--- config.mk ---
export PLATFORM = sky130hd
export DESIGN_NAME = dfs_top
export DESIGN_NICKNAME = d
export VERILOG_FILES = /design/src/dfs_pkg.sv /design/src/dfs_lane.sv /design/src/dfs_top.sv
export SDC_FILE = /design/constraint.sdc
export NUM_CORES = 2
export LEC_CHECK = 0
export BUFFER_PORTS_ARGS = -buffer_cell sky130_fd_sc_hd__buf_2
export CORE_MARGIN = 5
export CORE_UTILIZATION = 58
export CTS_CLUSTER_DIAMETER = 100
export DETAILED_ROUTE_END_ITERATION = 16
export PLACE_DENSITY = 0.78
export SYNTH_ARGS = -nofsm -noshare
export SYNTH_HDL_FRONTEND = slang
export SYNTH_SLANG_ARGS = --single-unit
--- constraint.sdc ---
create_clock -name core_clk_i -period 10.95 [get_ports core_clk_i]
set_input_delay 0.5475 -clock core_clk_i [delete_from_list [all_inputs] [get_ports core_clk_i]]
set_output_delay 0.5475 -clock core_clk_i [all_outputs]
set_load 0.03 [all_outputs]
--- src/dfs_pkg.sv ---
// Shared constants and carrier types for the decimation and serial output block
package dfs_pkg;

  // Register byte offsets
  localparam logic [11:0] OFS_CTRL = 12'h000;
  localparam logic [11:0] OFS_NCO_FREQ = 12'h004;
  localparam logic [11:0] OFS_NCO_ACTIVE = 12'h008;
  localparam logic [11:0] OFS_STATUS = 12'h00c;

  // Control register field positions
  localparam int CTRL_DECIM_EN = 0;
  localparam int CTRL_REAL_MODE = 1;
  localparam int CTRL_RATIO_LO = 2;
  localparam int CTRL_GAIN_EN = 5;
  localparam int CTRL_SYNC_EN = 6;
  localparam int CTRL_SW_SYNC = 8;
  localparam int CTRL_MIX_RESTART = 9;

  // Status register field positions
  localparam int STAT_DIV_LO = 0;
  localparam int STAT_SYNC_CNT_LO = 8;
  localparam int STAT_BUSY = 16;

  // Ratio select: 0..4 gives 2,4,8,16,32
  localparam logic [2:0] RATIO_SEL_MAX = 3'h4;
  localparam int RATIO_MAX = 32;
  localparam int RESYNC_STEP = 64;

  // Gain constants: 6 dB is a one-bit shift, 3 dB is 181/128
  localparam logic signed [8:0] GAIN_3DB_MUL = 9'h0b5;
  localparam int GAIN_3DB_SHIFT = 7;
  localparam int WORK_W = 20;
  localparam int ACC_W = 24;
  localparam int SAMPLE_W = 18;

  // Reset values
  localparam logic [31:0] NCO_RST = 32'h0000_0000;
  localparam logic [4:0] DIV_RST = 5'h00;
  localparam logic [7:0] SYNC_CNT_RST = 8'h00;

  typedef struct packed {
    logic [11:0] paddr;
    logic pwrite;
    logic [31:0] pwdata;
    logic psel;
    logic penable;
  } dfs_apb_req_t;

  typedef struct packed {
    logic gain_en;
    logic sync_en;
    logic [2:0] ratio_sel;
    logic real_mode;
    logic decim_en;
  } dfs_ctrl_t;

  localparam dfs_ctrl_t CTRL_RST = 7'h00;

  function automatic logic [WORK_W-1:0] dfs_sat(input logic signed [ACC_W-1:0] v);
    logic signed [ACC_W-1:0] hi;
    logic signed [ACC_W-1:0] lo;
    hi = ACC_W'((1 <<< (WORK_W - 1)) - 1);
    lo = -ACC_W'(1 <<< (WORK_W - 1));
    if (v > hi) begin
      dfs_sat = hi[WORK_W-1:0];
    end else if (v < lo) begin
      dfs_sat = lo[WORK_W-1:0];
    end else begin
      dfs_sat = v[WORK_W-1:0];
    end
  endfunction

endpackage

--- src/dfs_lane.sv ---
// One serial data lane: loads a word and shifts it out MSB first
`timescale 1ns/10ps
module dfs_lane #(
  parameter int W = 36,
  parameter int NBW = 6
) (
  input wire logic core_clk_i,
  input wire logic rst_i,
  input wire logic load_i,
  input wire logic [W-1:0] word_i,
  input wire logic [NBW-1:0] nbits_i,
  output logic bit_o
);

  typedef struct packed {
    logic [W-1:0] sh;
    logic [NBW-1:0] cnt;
    logic bit_out;
  } dfs_lane_st_t;

  dfs_lane_st_t s_q;
  dfs_lane_st_t s_d;

  always_comb begin
    s_d = s_q;
    if (load_i) begin
      s_d.bit_out = word_i[W-1];
      s_d.sh = {word_i[W-2:0], 1'b0};
      s_d.cnt = nbits_i - NBW'(1);
    end else if (s_q.cnt != '0) begin
      s_d.bit_out = s_q.sh[W-1];
      s_d.sh = {s_q.sh[W-2:0], 1'b0};
      s_d.cnt = s_q.cnt - NBW'(1);
    end else begin
      s_d.bit_out = 1'b0;
    end
  end

  always_ff @(posedge core_clk_i) begin
    if (rst_i) begin
      s_q <= '0;
    end else begin
      s_q <= s_d;
    end
  end

  assign bit_o = s_q.bit_out;

endmodule

--- src/dfs_top.sv ---
// Mixer, decimator, sync handling and serial framing with APB registers
`timescale 1ns/10ps
// Operation
// - Complex decimation by 2, 4, 8, 16 or 32; output rate is Fs over ratio.
// - Filter should reject stop bands 85 dB and pass about 80 percent; the code uses a plain boxcar average instead.
// - Real mode passband is half the complex one, 0.4 Fs over ratio.
// - Complex output is Fs/N pairs with Nyquist zone Fs/(2N).
// - Power-down pin becomes sync input when sync enable set; sampled on clock.
// - Sync comes from the pin or a software bit; needed only when decimating.
// - Sync resets decimation dividers so I and Q come from one sample.
// - Without sync the dividers run from whatever phase they hold.
// - Sync clears oscillator phase and loads new frequency, like mixer restart.
// - Complex lane rate Fs*2R/(L*N); frame Fs/N; bit clock half lane rate.
// - Real lane rate Fs*R/(L*M); frame Fs/2M for two lanes, else Fs/M.
// - New oscillator word takes effect only after restart bit or sync.
// - Oscillator word is 32-bit signed, f times 2^32 over Fs.
// - Optional gain: 6 dB in complex mode, 3 dB in real mode.
module dfs_top #(
  parameter int RES = 18,
  parameter int LANES = 2
) (
  input wire logic core_clk_i,
  input wire logic rst_i,
  input wire dfs_pkg::dfs_apb_req_t apb_i,
  output logic [31:0] prdata_o,
  output logic pready_o,
  output logic pslverr_o,
  input wire logic signed [dfs_pkg::SAMPLE_W-1:0] sample_i,
  input wire logic sample_valid_i,
  input wire logic powerdown_or_sync_pin_i,
  output logic powerdown_o,
  output logic [LANES-1:0] serial_data_lanes_o,
  output logic serial_bit_clock_out_o,
  output logic frame_clock_out_o
);

  localparam int FW = 2 * RES;
  localparam int NBW = $clog2(FW + 1);
  localparam int LW = FW / LANES;

  generate
    if (LANES < 1 || LANES > 2 || RES < 14 || RES > dfs_pkg::WORK_W || (RES % 2) != 0) begin : g_bad
      $error("dfs_top: unsupported RES or LANES");
    end
    if ((2 << dfs_pkg::RATIO_SEL_MAX) != dfs_pkg::RATIO_MAX) begin : g_bad_ratio
      $error("dfs_top: divider width does not match ratio range");
    end
  endgenerate

  typedef struct packed {
    logic pready;
    logic pslverr;
    logic [31:0] prdata;
    dfs_pkg::dfs_ctrl_t ctrl;
    logic [31:0] nco_pend;
    logic [31:0] nco_act;
    logic [31:0] phase;
    logic [2:0] pin_sync;
    logic pin_lvl;
    logic pwrdn;
    logic [4:0] div;
    logic signed [dfs_pkg::ACC_W-1:0] acc_i;
    logic signed [dfs_pkg::ACC_W-1:0] acc_q;
    logic [RES-1:0] held;
    logic half;
    logic [7:0] sync_cnt;
    logic [FW-1:0] frame;
    logic [NBW-1:0] nbits;
    logic load;
    logic bclk;
    logic frame_clock_out;
    logic [NBW-1:0] fcnt;
  } dfs_st_t;

  dfs_st_t s_q;
  dfs_st_t s_d;

  logic acc_phase;
  logic wr_acc;
  logic [31:0] rdata;
  logic unmapped;
  logic sw_sync;
  logic mix_restart;
  logic pin_agree;
  logic pin_rise;
  logic sync_ev;
  logic restart;
  logic [2:0] sel;
  logic [4:0] div_last;
  logic signed [dfs_pkg::SAMPLE_W:0] mi;
  logic signed [dfs_pkg::SAMPLE_W:0] mq;
  logic signed [dfs_pkg::ACC_W-1:0] sum_i;
  logic signed [dfs_pkg::ACC_W-1:0] sum_q;
  logic signed [dfs_pkg::ACC_W-1:0] avg_i;
  logic signed [dfs_pkg::ACC_W-1:0] avg_q;
  logic [dfs_pkg::WORK_W-1:0] out_i;
  logic [dfs_pkg::WORK_W-1:0] out_q;
  logic [LANES-1:0][LW-1:0] lane_word;
  logic [LANES-1:0] lane_bit;

  // Gain stage; real mode uses a fixed-point root two
  function automatic logic signed [dfs_pkg::ACC_W-1:0] dfs_gain(
    input logic signed [dfs_pkg::ACC_W-1:0] v,
    input logic en,
    input logic real_mode
  );
    logic signed [dfs_pkg::ACC_W+8:0] prod;
    prod = v * dfs_pkg::GAIN_3DB_MUL;
    if (!en) begin
      dfs_gain = v;
    end else if (real_mode) begin
      dfs_gain = dfs_pkg::ACC_W'(prod >>> dfs_pkg::GAIN_3DB_SHIFT);
    end else begin
      dfs_gain = v <<< 1;
    end
  endfunction

  always_comb begin
    acc_phase = apb_i.psel && apb_i.penable;
    wr_acc = acc_phase && s_q.pready && apb_i.pwrite;
    unmapped = 1'b0;
    rdata = 32'h0000_0000;
    case (apb_i.paddr)
      dfs_pkg::OFS_CTRL: begin
        rdata[dfs_pkg::CTRL_DECIM_EN] = s_q.ctrl.decim_en;
        rdata[dfs_pkg::CTRL_REAL_MODE] = s_q.ctrl.real_mode;
        rdata[dfs_pkg::CTRL_RATIO_LO +: 3] = s_q.ctrl.ratio_sel;
        rdata[dfs_pkg::CTRL_GAIN_EN] = s_q.ctrl.gain_en;
        rdata[dfs_pkg::CTRL_SYNC_EN] = s_q.ctrl.sync_en;
      end
      dfs_pkg::OFS_NCO_FREQ: begin
        rdata = s_q.nco_pend;
      end
      dfs_pkg::OFS_NCO_ACTIVE: begin
        rdata = s_q.nco_act;
      end
      dfs_pkg::OFS_STATUS: begin
        rdata[dfs_pkg::STAT_DIV_LO +: 5] = s_q.div;
        rdata[dfs_pkg::STAT_SYNC_CNT_LO +: 8] = s_q.sync_cnt;
        rdata[dfs_pkg::STAT_BUSY] = (s_q.fcnt != '0);
      end
      default: begin
        unmapped = 1'b1;
      end
    endcase
    // Strobe bits act only on a completed write to the control word
    sw_sync = wr_acc && !unmapped && (apb_i.paddr == dfs_pkg::OFS_CTRL)
              && apb_i.pwdata[dfs_pkg::CTRL_SW_SYNC];
    mix_restart = wr_acc && !unmapped && (apb_i.paddr == dfs_pkg::OFS_CTRL)
                  && apb_i.pwdata[dfs_pkg::CTRL_MIX_RESTART];
    // Second and third stages must agree before the pin level changes
    pin_agree = (s_q.pin_sync[1] == s_q.pin_sync[2]);
    pin_rise = pin_agree && s_q.pin_sync[2] && !s_q.pin_lvl;
    sync_ev = (s_q.ctrl.sync_en && pin_rise) || sw_sync;
    restart = sync_ev || mix_restart;
    // Selects above the top setting clamp to the largest ratio
    sel = (s_q.ctrl.ratio_sel > dfs_pkg::RATIO_SEL_MAX) ? dfs_pkg::RATIO_SEL_MAX
          : s_q.ctrl.ratio_sel;
    div_last = s_q.ctrl.decim_en ? 5'((6'h02 << sel) - 6'h01) : 5'h00;
    // Coarse quadrature oscillator from the top phase bits
    case (s_q.phase[31:30])
      2'b00: begin
        mi = 19'(sample_i);
        mq = 19'h0_0000;
      end
      2'b01: begin
        mi = 19'h0_0000;
        mq = 19'(sample_i);
      end
      2'b10: begin
        mi = -19'(sample_i);
        mq = 19'h0_0000;
      end
      default: begin
        mi = 19'h0_0000;
        mq = -19'(sample_i);
      end
    endcase
    // Real mode and bypass skip the mixer entirely
    if (s_q.ctrl.real_mode || !s_q.ctrl.decim_en) begin
      mi = 19'(sample_i);
      mq = 19'h0_0000;
    end
    sum_i = s_q.acc_i + dfs_pkg::ACC_W'(mi);
    sum_q = s_q.acc_q + dfs_pkg::ACC_W'(mq);
    // Boxcar average; stop-band depth is limited by this structure
    avg_i = s_q.ctrl.decim_en ? (sum_i >>> (sel + 3'h1)) : sum_i;
    avg_q = s_q.ctrl.decim_en ? (sum_q >>> (sel + 3'h1)) : sum_q;
    out_i = dfs_pkg::dfs_sat(dfs_gain(avg_i <<< 1, s_q.ctrl.gain_en, s_q.ctrl.real_mode));
    out_q = dfs_pkg::dfs_sat(dfs_gain(avg_q <<< 1, s_q.ctrl.gain_en, s_q.ctrl.real_mode));

    s_d = s_q;
    s_d.load = 1'b0;

    // APB slave with one wait state
    if (acc_phase && !s_q.pready) begin
      s_d.pready = 1'b1;
      s_d.prdata = apb_i.pwrite ? 32'h0000_0000 : rdata;
      s_d.pslverr = unmapped;
    end else begin
      s_d.pready = 1'b0;
      s_d.pslverr = 1'b0;
    end
    if (wr_acc && !unmapped) begin
      case (apb_i.paddr)
        dfs_pkg::OFS_CTRL: begin
          s_d.ctrl.decim_en = apb_i.pwdata[dfs_pkg::CTRL_DECIM_EN];
          s_d.ctrl.real_mode = apb_i.pwdata[dfs_pkg::CTRL_REAL_MODE];
          s_d.ctrl.ratio_sel = apb_i.pwdata[dfs_pkg::CTRL_RATIO_LO +: 3];
          s_d.ctrl.gain_en = apb_i.pwdata[dfs_pkg::CTRL_GAIN_EN];
          s_d.ctrl.sync_en = apb_i.pwdata[dfs_pkg::CTRL_SYNC_EN];
        end
        dfs_pkg::OFS_NCO_FREQ: begin
          s_d.nco_pend = apb_i.pwdata;
        end
        default: begin
        end
      endcase
    end

    // Pin synchroniser; level without sync enable is the power-down request
    // Rising edge only, so a pin held high syncs once
    s_d.pin_sync = {s_q.pin_sync[1:0], powerdown_or_sync_pin_i};
    if (pin_agree) begin
      s_d.pin_lvl = s_q.pin_sync[2];
    end
    s_d.pwrdn = !s_q.ctrl.sync_en && s_q.pin_lvl;

    // Oscillator: new word only through a restart
    if (restart) begin
      s_d.phase = dfs_pkg::NCO_RST;
      s_d.nco_act = s_q.nco_pend;
    end else if (sample_valid_i) begin
      s_d.phase = s_q.phase + s_q.nco_act;
    end

    if (sync_ev) begin
      // Restart dividers so both rails start on the same sample
      s_d.div = dfs_pkg::DIV_RST;
      s_d.acc_i = '0;
      s_d.acc_q = '0;
      s_d.half = 1'b0;
      s_d.sync_cnt = s_q.sync_cnt + 8'h01;
    end else if (sample_valid_i) begin
      // Divider free-runs from its current phase when never synced
      if (s_q.div >= div_last) begin
        s_d.div = dfs_pkg::DIV_RST;
        s_d.acc_i = '0;
        s_d.acc_q = '0;
        if (s_q.ctrl.decim_en && !s_q.ctrl.real_mode) begin
          s_d.frame = {out_i[dfs_pkg::WORK_W-1 -: RES], out_q[dfs_pkg::WORK_W-1 -: RES]};
          s_d.nbits = NBW'(FW / LANES);
          s_d.load = 1'b1;
        end else if (LANES == 2 && !s_q.half) begin
          s_d.held = out_i[dfs_pkg::WORK_W-1 -: RES];
          s_d.half = 1'b1;
        end else if (LANES == 2) begin
          s_d.frame = {s_q.held, out_i[dfs_pkg::WORK_W-1 -: RES]};
          s_d.nbits = NBW'(RES);
          s_d.half = 1'b0;
          s_d.load = 1'b1;
        end else begin
          s_d.frame = {out_i[dfs_pkg::WORK_W-1 -: RES], {RES{1'b0}}};
          s_d.nbits = NBW'(RES);
          s_d.load = 1'b1;
        end
      end else begin
        s_d.div = s_q.div + 5'h01;
        s_d.acc_i = sum_i;
        s_d.acc_q = sum_q;
      end
    end

    // Bit clock toggles once per lane bit; frame high for first half
    // A frame loaded while busy restarts the count; the old frame is cut
    if (s_q.load) begin
      s_d.fcnt = s_q.nbits;
      s_d.bclk = 1'b1;
      s_d.frame_clock_out = 1'b1;
    end else if (s_q.fcnt != '0) begin
      s_d.fcnt = s_q.fcnt - NBW'(1);
      // Clock parks low in the cycle after the last bit so no stray edge trails the frame
      if (s_q.fcnt == NBW'(1)) begin
        s_d.bclk = 1'b0;
      end else begin
        s_d.bclk = !s_q.bclk;
      end
      s_d.frame_clock_out = (s_q.fcnt - NBW'(1)) > (s_q.nbits >> 1);
    end else begin
      s_d.bclk = 1'b0;
      s_d.frame_clock_out = 1'b0;
    end
  end

  always_ff @(posedge core_clk_i) begin
    if (rst_i) begin
      s_q <= '0;
      s_q.ctrl <= dfs_pkg::CTRL_RST;
      s_q.nco_pend <= dfs_pkg::NCO_RST;
      s_q.nco_act <= dfs_pkg::NCO_RST;
      s_q.div <= dfs_pkg::DIV_RST;
      s_q.sync_cnt <= dfs_pkg::SYNC_CNT_RST;
    end else begin
      s_q <= s_d;
    end
  end

  // Lanes take frame bits in turn so the word leaves MSB first overall
  genvar gl;
  generate
    for (gl = 0; gl < LANES; gl++) begin : g_lane
      always_comb begin
        lane_word[gl] = '0;
        for (int j = 0; j < LW; j++) begin
          lane_word[gl][LW-1-j] = s_q.frame[FW-1-(j*LANES+gl)];
        end
      end
      dfs_lane #(
        .W(LW),
        .NBW(NBW)
      ) u_lane (
        .core_clk_i(core_clk_i),
        .rst_i(rst_i),
        .load_i(s_q.load),
        .word_i(lane_word[gl]),
        .nbits_i(s_q.nbits),
        .bit_o(lane_bit[gl])
      );
    end
  endgenerate

  assign serial_data_lanes_o = lane_bit;
  assign prdata_o = s_q.prdata;
  assign pready_o = s_q.pready;
  assign pslverr_o = s_q.pslverr;
  assign powerdown_o = s_q.pwrdn;
  assign serial_bit_clock_out_o = s_q.bclk;
  assign frame_clock_out_o = s_q.frame_clock_out;

endmodule

### Yosys cells after proc, flatten, opt, wreduce, memory -nomap -nowiden

Cells that the tools add are included.

| word-level totals | value |
|---|---|
| output and inout port bits | 39 |
| bits in registers | 321 |
| logic and storage cells | 149 |

| cells by class | value |
|---|---|
| add/subtract/negate cells | 12 |
| reduce and logical (&&, ||, !) cells | 42 |
| magnitude comparators | 7 |
| muxes and demuxes | 38 |
| shift operators | 3 |
| bitwise gates (word level) | 6 |
| multiply operators | 2 |
| eq/ne operators | 7 |

Operator list:

| kind | count |
|---|---|
| 2-to-1 mux 24 bit | 6 |
| 2-to-1 mux 43 bit | 2 |
| 2-to-1 mux 20 bit | 4 |
| case mux 19 bit (2 select lines) | 2 |
| multiplier 23 x 9 -> 30 bit, second input constant | 2 |
| 2-to-1 mux 53 bit | 1 |
| 2-to-1 mux 25 bit | 2 |
| adder 24 x 19 -> 24 bit | 2 |
| > comparator 24 x 20 -> 1 bit, second input constant | 2 |
| < comparator 24 x 20 -> 1 bit, second input constant | 2 |
| >>> shifter 24 x 3 -> 23 bit | 2 |
| 2-to-1 mux 23 bit | 2 |
| 2-to-1 mux 19 bit | 2 |
| adder 32 bit | 1 |
| 2-to-1 mux 32 bit | 1 |
| case mux 15 bit (2 select lines) | 1 |
| case mux 9 bit (3 select lines) | 1 |
| equality test 12 x 4 -> 1 bit, second input constant | 2 |
| subtractor 6 x 1 -> 6 bit, second input constant | 4 |
| case mux 5 bit (4 select lines) | 1 |
| negator 18 -> 19 bit | 1 |
| nonzero test 6 bit | 3 |
| logical AND 1 bit | 13 |
| equality test 12 x 3 -> 1 bit, second input constant | 1 |
| 32 further kinds | 57 |

### Longest topological paths before layout

| logic depth | value |
|---|---|
| word-level depth | 14 |
| depth in mapped cells | 48 |

### By module

From an unflattened synthesis, not the netlist that was laid out.

| second synthesis, totals | value |
|---|---|
| cells, all modules | 3851 |
| area total of the unflattened synthesis | 30042.6 um^2 |

Modules (own cells, without submodules):

| module | instances | area each (um^2) | seq. area each (um^2) | cells each |
|---|---|---|---|---|
| dfs_top | 1 | 27557.7 | 5365.1 | 3573 |
| dfs_lane | 2 | 1242.4 | 480.5 | 139 |

### Least setup slack after synthesis

No wires, ideal clock.

| path | value |
|---|---|
| kind | in2reg |
| start point | input port sample_i[2] in the netlist's numbering |
| end point | register s_q, in the netlist lane_word[11] |
| buffers on the path | 3 |
| required time | 10807 ps |
| library setup time | 143 ps |
| path slack | 286 ps |
| data arrival time | 10521 ps |
| cell stages on the path | 45 |
| path through | or3_1 -> or3_1 -> or3_1 -> or3_1 -> or3_1 -> o31ai_1 -> nor3_1 -> a21oi_1 -> o21ai_0 -> ha_1 -> clkbuf_1 -> inv_1 -> nor3_1 -> nor2_1 -> mux2_2 -> or4_4 -> mux2_2 -> mux4_2 -> [9 not listed] -> inv_1 -> ha_1 -> a21oi_1 -> nand2_1 -> o2111ai_1 -> a31o_2 -> a22oi_1 -> xor2_1 -> a221o_1 -> a311oi_1 -> a2bb2oi_2 -> nor4_1 -> nand2_1 -> and2_1 -> buf_6 -> nor2_4 -> buf_6 -> a211oi_2 |

| between the ends | value |
|---|---|
| longest elaborated chain between the ends | 13 |
| elaborated cells on any way between the ends | 14 |
| classes of those cells | add/sub: 2; mul: 1; order compare: 2; shift: 1; mux: 8 |

Ends and longest elaborated chain:

| item | RTL line | RTL |
|---|---|---|
| start: declaration | dfs_top.sv:28 | `input wire logic signed [dfs_pkg::SAMPLE_W-1:0] sample_i,` |
| negator 18 -> 19 bit | dfs_top.sv:171 | `mi = -19'(sample_i);` |
| case mux 19 bit (2 select lines) | dfs_top.sv:161 | `case (s_q.phase[31:30])` |
| 2-to-1 mux 19 bit * | dfs_top.sv:180 | `if (s_q.ctrl.real_mode \|\| !s_q.ctrl.decim_en) begin` |
| adder 24 x 19 -> 24 bit * | dfs_top.sv:184 | `sum_i = s_q.acc_i + dfs_pkg::ACC_W'(mi);` |
| >>> shifter 24 x 3 -> 23 bit | dfs_top.sv:187 | `avg_i = s_q.ctrl.decim_en ? (sum_i >>> (sel + 3'h1)) : sum_i;` |
| 2-to-1 mux 23 bit * | dfs_top.sv:187 |  |
| multiplier 23 x 9 -> 30 bit | dfs_top.sv:108 | `prod = v * dfs_pkg::GAIN_3DB_MUL;` |
| 2-to-1 mux 24 bit | dfs_top.sv:111 | `end else if (real_mode) begin` |
| 2-to-1 mux 24 bit * | dfs_top.sv:109 | `if (!en) begin` |
| < comparator 24 x 20 -> 1 bit | dfs_pkg.sv:66 | `end else if (v < lo) begin` |
| 2-to-1 mux 20 bit | dfs_pkg.sv:66 |  |
| 2-to-1 mux 20 bit * | dfs_pkg.sv:64 | `if (v > hi) begin` |
| 2-to-1 mux 43 bit * | dfs_top.sv:250 | `if (s_q.ctrl.decim_en && !s_q.ctrl.real_mode) begin` |
| end: declaration | dfs_top.sv:75 | `dfs_st_t s_q;` |

Mark *: on every way between the ends. The rest lies on a longest branch, timed or not.
A chain may end at the register's enable or synchronous reset.

### Worst setup path after layout

| path | value |
|---|---|
| start point | input port sample_i[2] in the netlist's numbering |
| end point | register s_q, in the netlist lane_word[28] |

Same word-level chain as after synthesis.

==> impl_summary.md <==
STA
The final setup slack of the worst path is 0.5135 ns. Static timing analysis puts the maximum clock frequency at 95.82 MHz. The part of the cycle the worst path needs is 0.9531.

The count of final max-slew check failures is 0. Measured against its own limit, the worst slew margin works out to 0.1963. Setup repair after global routing left no endpoint under its margin. The actual slew at the worst max-slew pin is 1.201 ns. For the final database, setup skew stands at 0.04177 ns. The count of final setup violators is 0. The post-route minimum period is 10.44 ns.

The number of hold violations in the final report is 0.

Pwr
The part of the total power dissipated in the clock network is 0.330. In this run the static leakage power is 15.24 nW. The total internal power is 2.617 mW. The net switching component of the power is 1.412 mW. The share of total power dissipated in combinational logic is 0.362. Of the total power, registers draw 0.308.

The switching fraction of total power is 0.3504. The power consumption is 4.029 mW. For this design the ratio of total power to cell area is 120.6 nW/µm². The worst-case IR drop observed on VDD is 0.1436 mV.

Critical path
The required time of the worst setup path is 11.35 ns. The nature of the critical path endpoint is a flip-flop. The category of the worst setup path launch point is an input port. The setup slack of the worst register-to-register path is 0.58 ns. Along the worst path, the maximum fanout reaches 14. The maximum single-stage delay on the critical path is 0.55 ns.

For this design, the slowest cell found on the critical path is sky130_fd_sc_hd__or4_4. The path type of the worst setup path is input port to flip-flop. The signal arrival time at the worst endpoint is 10.84 ns. The critical path's most frequent cell is sky130_fd_sc_hd__or3_1.

Yosys
The number of synthesis warnings is 0. Counting every net in the synthesized netlist gives 4306. The post-synthesis register bit count is 316. The largest area contributor in the netlist is sky130_fd_sc_hd__dfxtp_1. The per-instance average area after synthesis is 7.771 µm².

In this run the cell area of the synthesized design comes to 29730 µm². Counting flops with a built-in enable in the synthesized netlist gives 0. In the synthesized netlist the dominant register cell turns out to be sky130_fd_sc_hd__dfxtp_1. The share of synthesized registers carrying an async set or reset is 0. The area share of the leading cell type in the synthesized netlist is 0.2128.

In the synthesized netlist, the cells that appear most often are 428 x sky130_fd_sc_hd__nand2_1, 402 x sky130_fd_sc_hd__nor2_1, 370 x sky130_fd_sc_hd__inv_1, 323 x sky130_fd_sc_hd__a21oi_1, 316 x sky130_fd_sc_hd__dfxtp_1. By area the synthesized netlist is led by sky130_fd_sc_hd__dfxtp_1 21%, sky130_fd_sc_hd__ha_1 12%, sky130_fd_sc_hd__fa_1 8.6%. The count of cell types in the netlist is 102.

Counting every instance in the synthesized netlist gives 3826. The portion of the post-synthesis area used by sequential elements is 0.2128. The cell with the most instances after synthesis is sky130_fd_sc_hd__nand2_1.

Drt
The antenna violation net count after detailed routing is 0. The DRC marker count from the first detailed-route iteration is 2630. Dividing the detail-routed wire length by the instance count gives 18.42 µm. The final routed DRC violation total is 0.

The final route contains 28423 vias. In the routed layout, each cell is associated on average with a via count of 6.058. The count of TritonRoute iterations in the first routing pass is 8.

The wire length after detailed routing is 86.45 mm.

GRT
In the global route stage, overall resource usage came out at 0.2968. The number of antenna violations at the first check in global routing is 1. Global routing finished with a remaining overflow of 0. The pin count of the biggest net entering global routing is 110. The number of global-route vias before repair is 26660. The first-pass GRT wire length is 139.1 mm.

Min path
The kind of path behind the tightest hold check is input port to flip-flop.

Cells and area
The final layout net count is 4464. The total inserted antenna cells is 0. The fraction of final layout cells sized beyond drive strength 1 is 0.1361. The post-synthesis to final-layout area growth is 12.34%.

Measured on the finished design, the core utilization comes to 0.6538.

Place
After legalization and detailed placement, the total HPWL measured 64.40 mm. At the placement stage, the worst setup path has a slack of -0.04726 ns. Routability-driven placement finished with a final weighted congestion of 0.9543. Buffers placed on the I/O ports in this run total 107.

Clock network
In this run, post-CTS hold repair placed 0 buffers. Clock-pin slew was measured on the worst setup and hold paths at 0.06 ns. The total number of clock tree sinks is 316.

The level count of the clock H-tree is 2. The number of buffers created by CTS is 36. The CTS tree is yes. The clock passes through at most 3 buffers.

Clock latency on the worst-skew pair, taken at its later pin, is 0.58 ns. The clock tree root driver cell is sky130_fd_sc_hd__clkbuf_16.

Die
The core area is 51090 µm². In this run the vertical extent of the chip is 236.4 µm. The effective utilization at floorplan is 0.5819. The number of rows created at floorplan is 83. 108 I/O pins were placed.

The chip width is 236.4 µm. The die covers 55890 µm².

Status
The run finished with clean final reports.

Flow run
The max-cap check violation count is 0.
-- path summary, 6_finish.rpt --
kind / start / end / cells after the start
min reg2reg: s_d[134]$_SDFF_PP0_ / s_d[135]$_SDFF_PP0_ / 1
max reg2reg: s_q[232]$_SDFFE_PP0P_ / lane_word[28]$_SDFFE_PP0P_ / 42
max: sample_i[2] / lane_word[28]$_SDFFE_PP0P_ / 46
min: apb_i[31] / s_q[229]$_SDFFE_PP0P_ / 3
-- metal layers --
| metal | vias to the layer above | routed length, µm | GRT usage |
|---|---|---|---|
| met4 | 2 | 3677 | 0.1093 |
| met3 | 250 | 6411 | 0.04642 |
| li1 | 13643 | - | - |
| met2 | 1137 | 41470 | 0.5037 |
| met1 | 13391 | 34890 | 0.3835 |
| met5 | - | 8 | 0 |
-- state kept, by name (all words and copies together) (netlist names) --
register / count
s_q: 193
pslverr_o: 1
g_lane.u_lane.bit_o: 2
pready_o: 1
lane_word: 36
prdata_o: 32
s_d: 2
serial_bit_clock_out_o: 1
frame_clock_out_o: 1
powerdown_o: 1
g_lane.u_lane.s_q: 46
-- cell families (layout without fill, tap and decap cells) --
group	count (synthesis)	after routing	share of synthesized area
multiplexers	104	104	0.04216
AO/OA/AOI/OAI	1019	1019	0.2290
adder cells (fa/ha/maj)	411	411	0.2053
AND/OR/NAND/NOR	1214	1214	0.1832
XOR/XNOR	148	148	0.04360
buffers and inverters	614	800	0.08403
flip-flops	316	316	0.2128
-- area by class of cell --
class | count | area (µm²)
clock buffers | 45 | 994.7
clock inverters | 21 | 307.8
fillers | 4369 | 17690
inverters | 373 | 1400
multi-input cells | 2896 | 20990
flip-flops and latches | 316 | 6331
well taps | 680 | 850.8
repair buffers | 361 | 2527
-- power groups by stage --
stage	clock, mW	sequential [mW]	combinational (mW)
after floorplan	0	1.26	1.08
after global placement	0	1.26	1.42
after detailed placement	0	1.26	1.45
after CTS	1.35	1.24	1.46
after global routing	1.40	1.24	1.64
final	1.33	1.24	1.46
-- cells in the final DEF (no fill, tap or decap), types with 57 or more instances in the layout --
cell	instances
sky130_fd_sc_hd__buf_4	247
sky130_fd_sc_hd__o21ai_0	150
sky130_fd_sc_hd__a21oi_1	319
sky130_fd_sc_hd__xnor2_1	77
sky130_fd_sc_hd__nand3_1	85
sky130_fd_sc_hd__dfxtp_1	312
sky130_fd_sc_hd__nand2_1	428
sky130_fd_sc_hd__a22oi_1	64
sky130_fd_sc_hd__fa_1	128
sky130_fd_sc_hd__xor2_1	69
sky130_fd_sc_hd__nor2_1	401
sky130_fd_sc_hd__inv_1	369
sky130_fd_sc_hd__a21o_1	57
sky130_fd_sc_hd__buf_2	106
sky130_fd_sc_hd__mux2i_1	72
sky130_fd_sc_hd__nor3_1	58
sky130_fd_sc_hd__ha_1	282
-- per-stage QoR --
stage | TNS [ns] | hold WS [ns] | std cells | area [µm²]
floorplan | 0 | 0.4138 | 3826 | 29730
global placement | 0 | 0.4553 | 4624 | 32030
detailed placement | -1.250 | 0.4361 | 4624 | 32030
CTS | 0 | 0.1875 | 4690 | 33330
global route | 0 | 0.2129 | 4692 | 33400
finish | 0 | 0.2103 | 4692 | 33400
-- worst max-delay path, delay by kind of cell --
| kind | cells | cell delay [ns] |
|---|---|---|
| adders and majority gates | 6 | 2.22 |
| AOI/OAI and AO/OA | 14 | 2.65 |
| buffers and inverters | 8 | 0.72 |
| and+or+nand+nor | 17 | 4.49 |
| xor gates and xnor gates | 1 | 0.16 |
-- what timing repair did --
action                     4_1_cts  5_1_grt
resized for setup                0        9
setup buffers                    0        2
setup endpoints to repair        0       49
(Power assumes the default switching activity.)
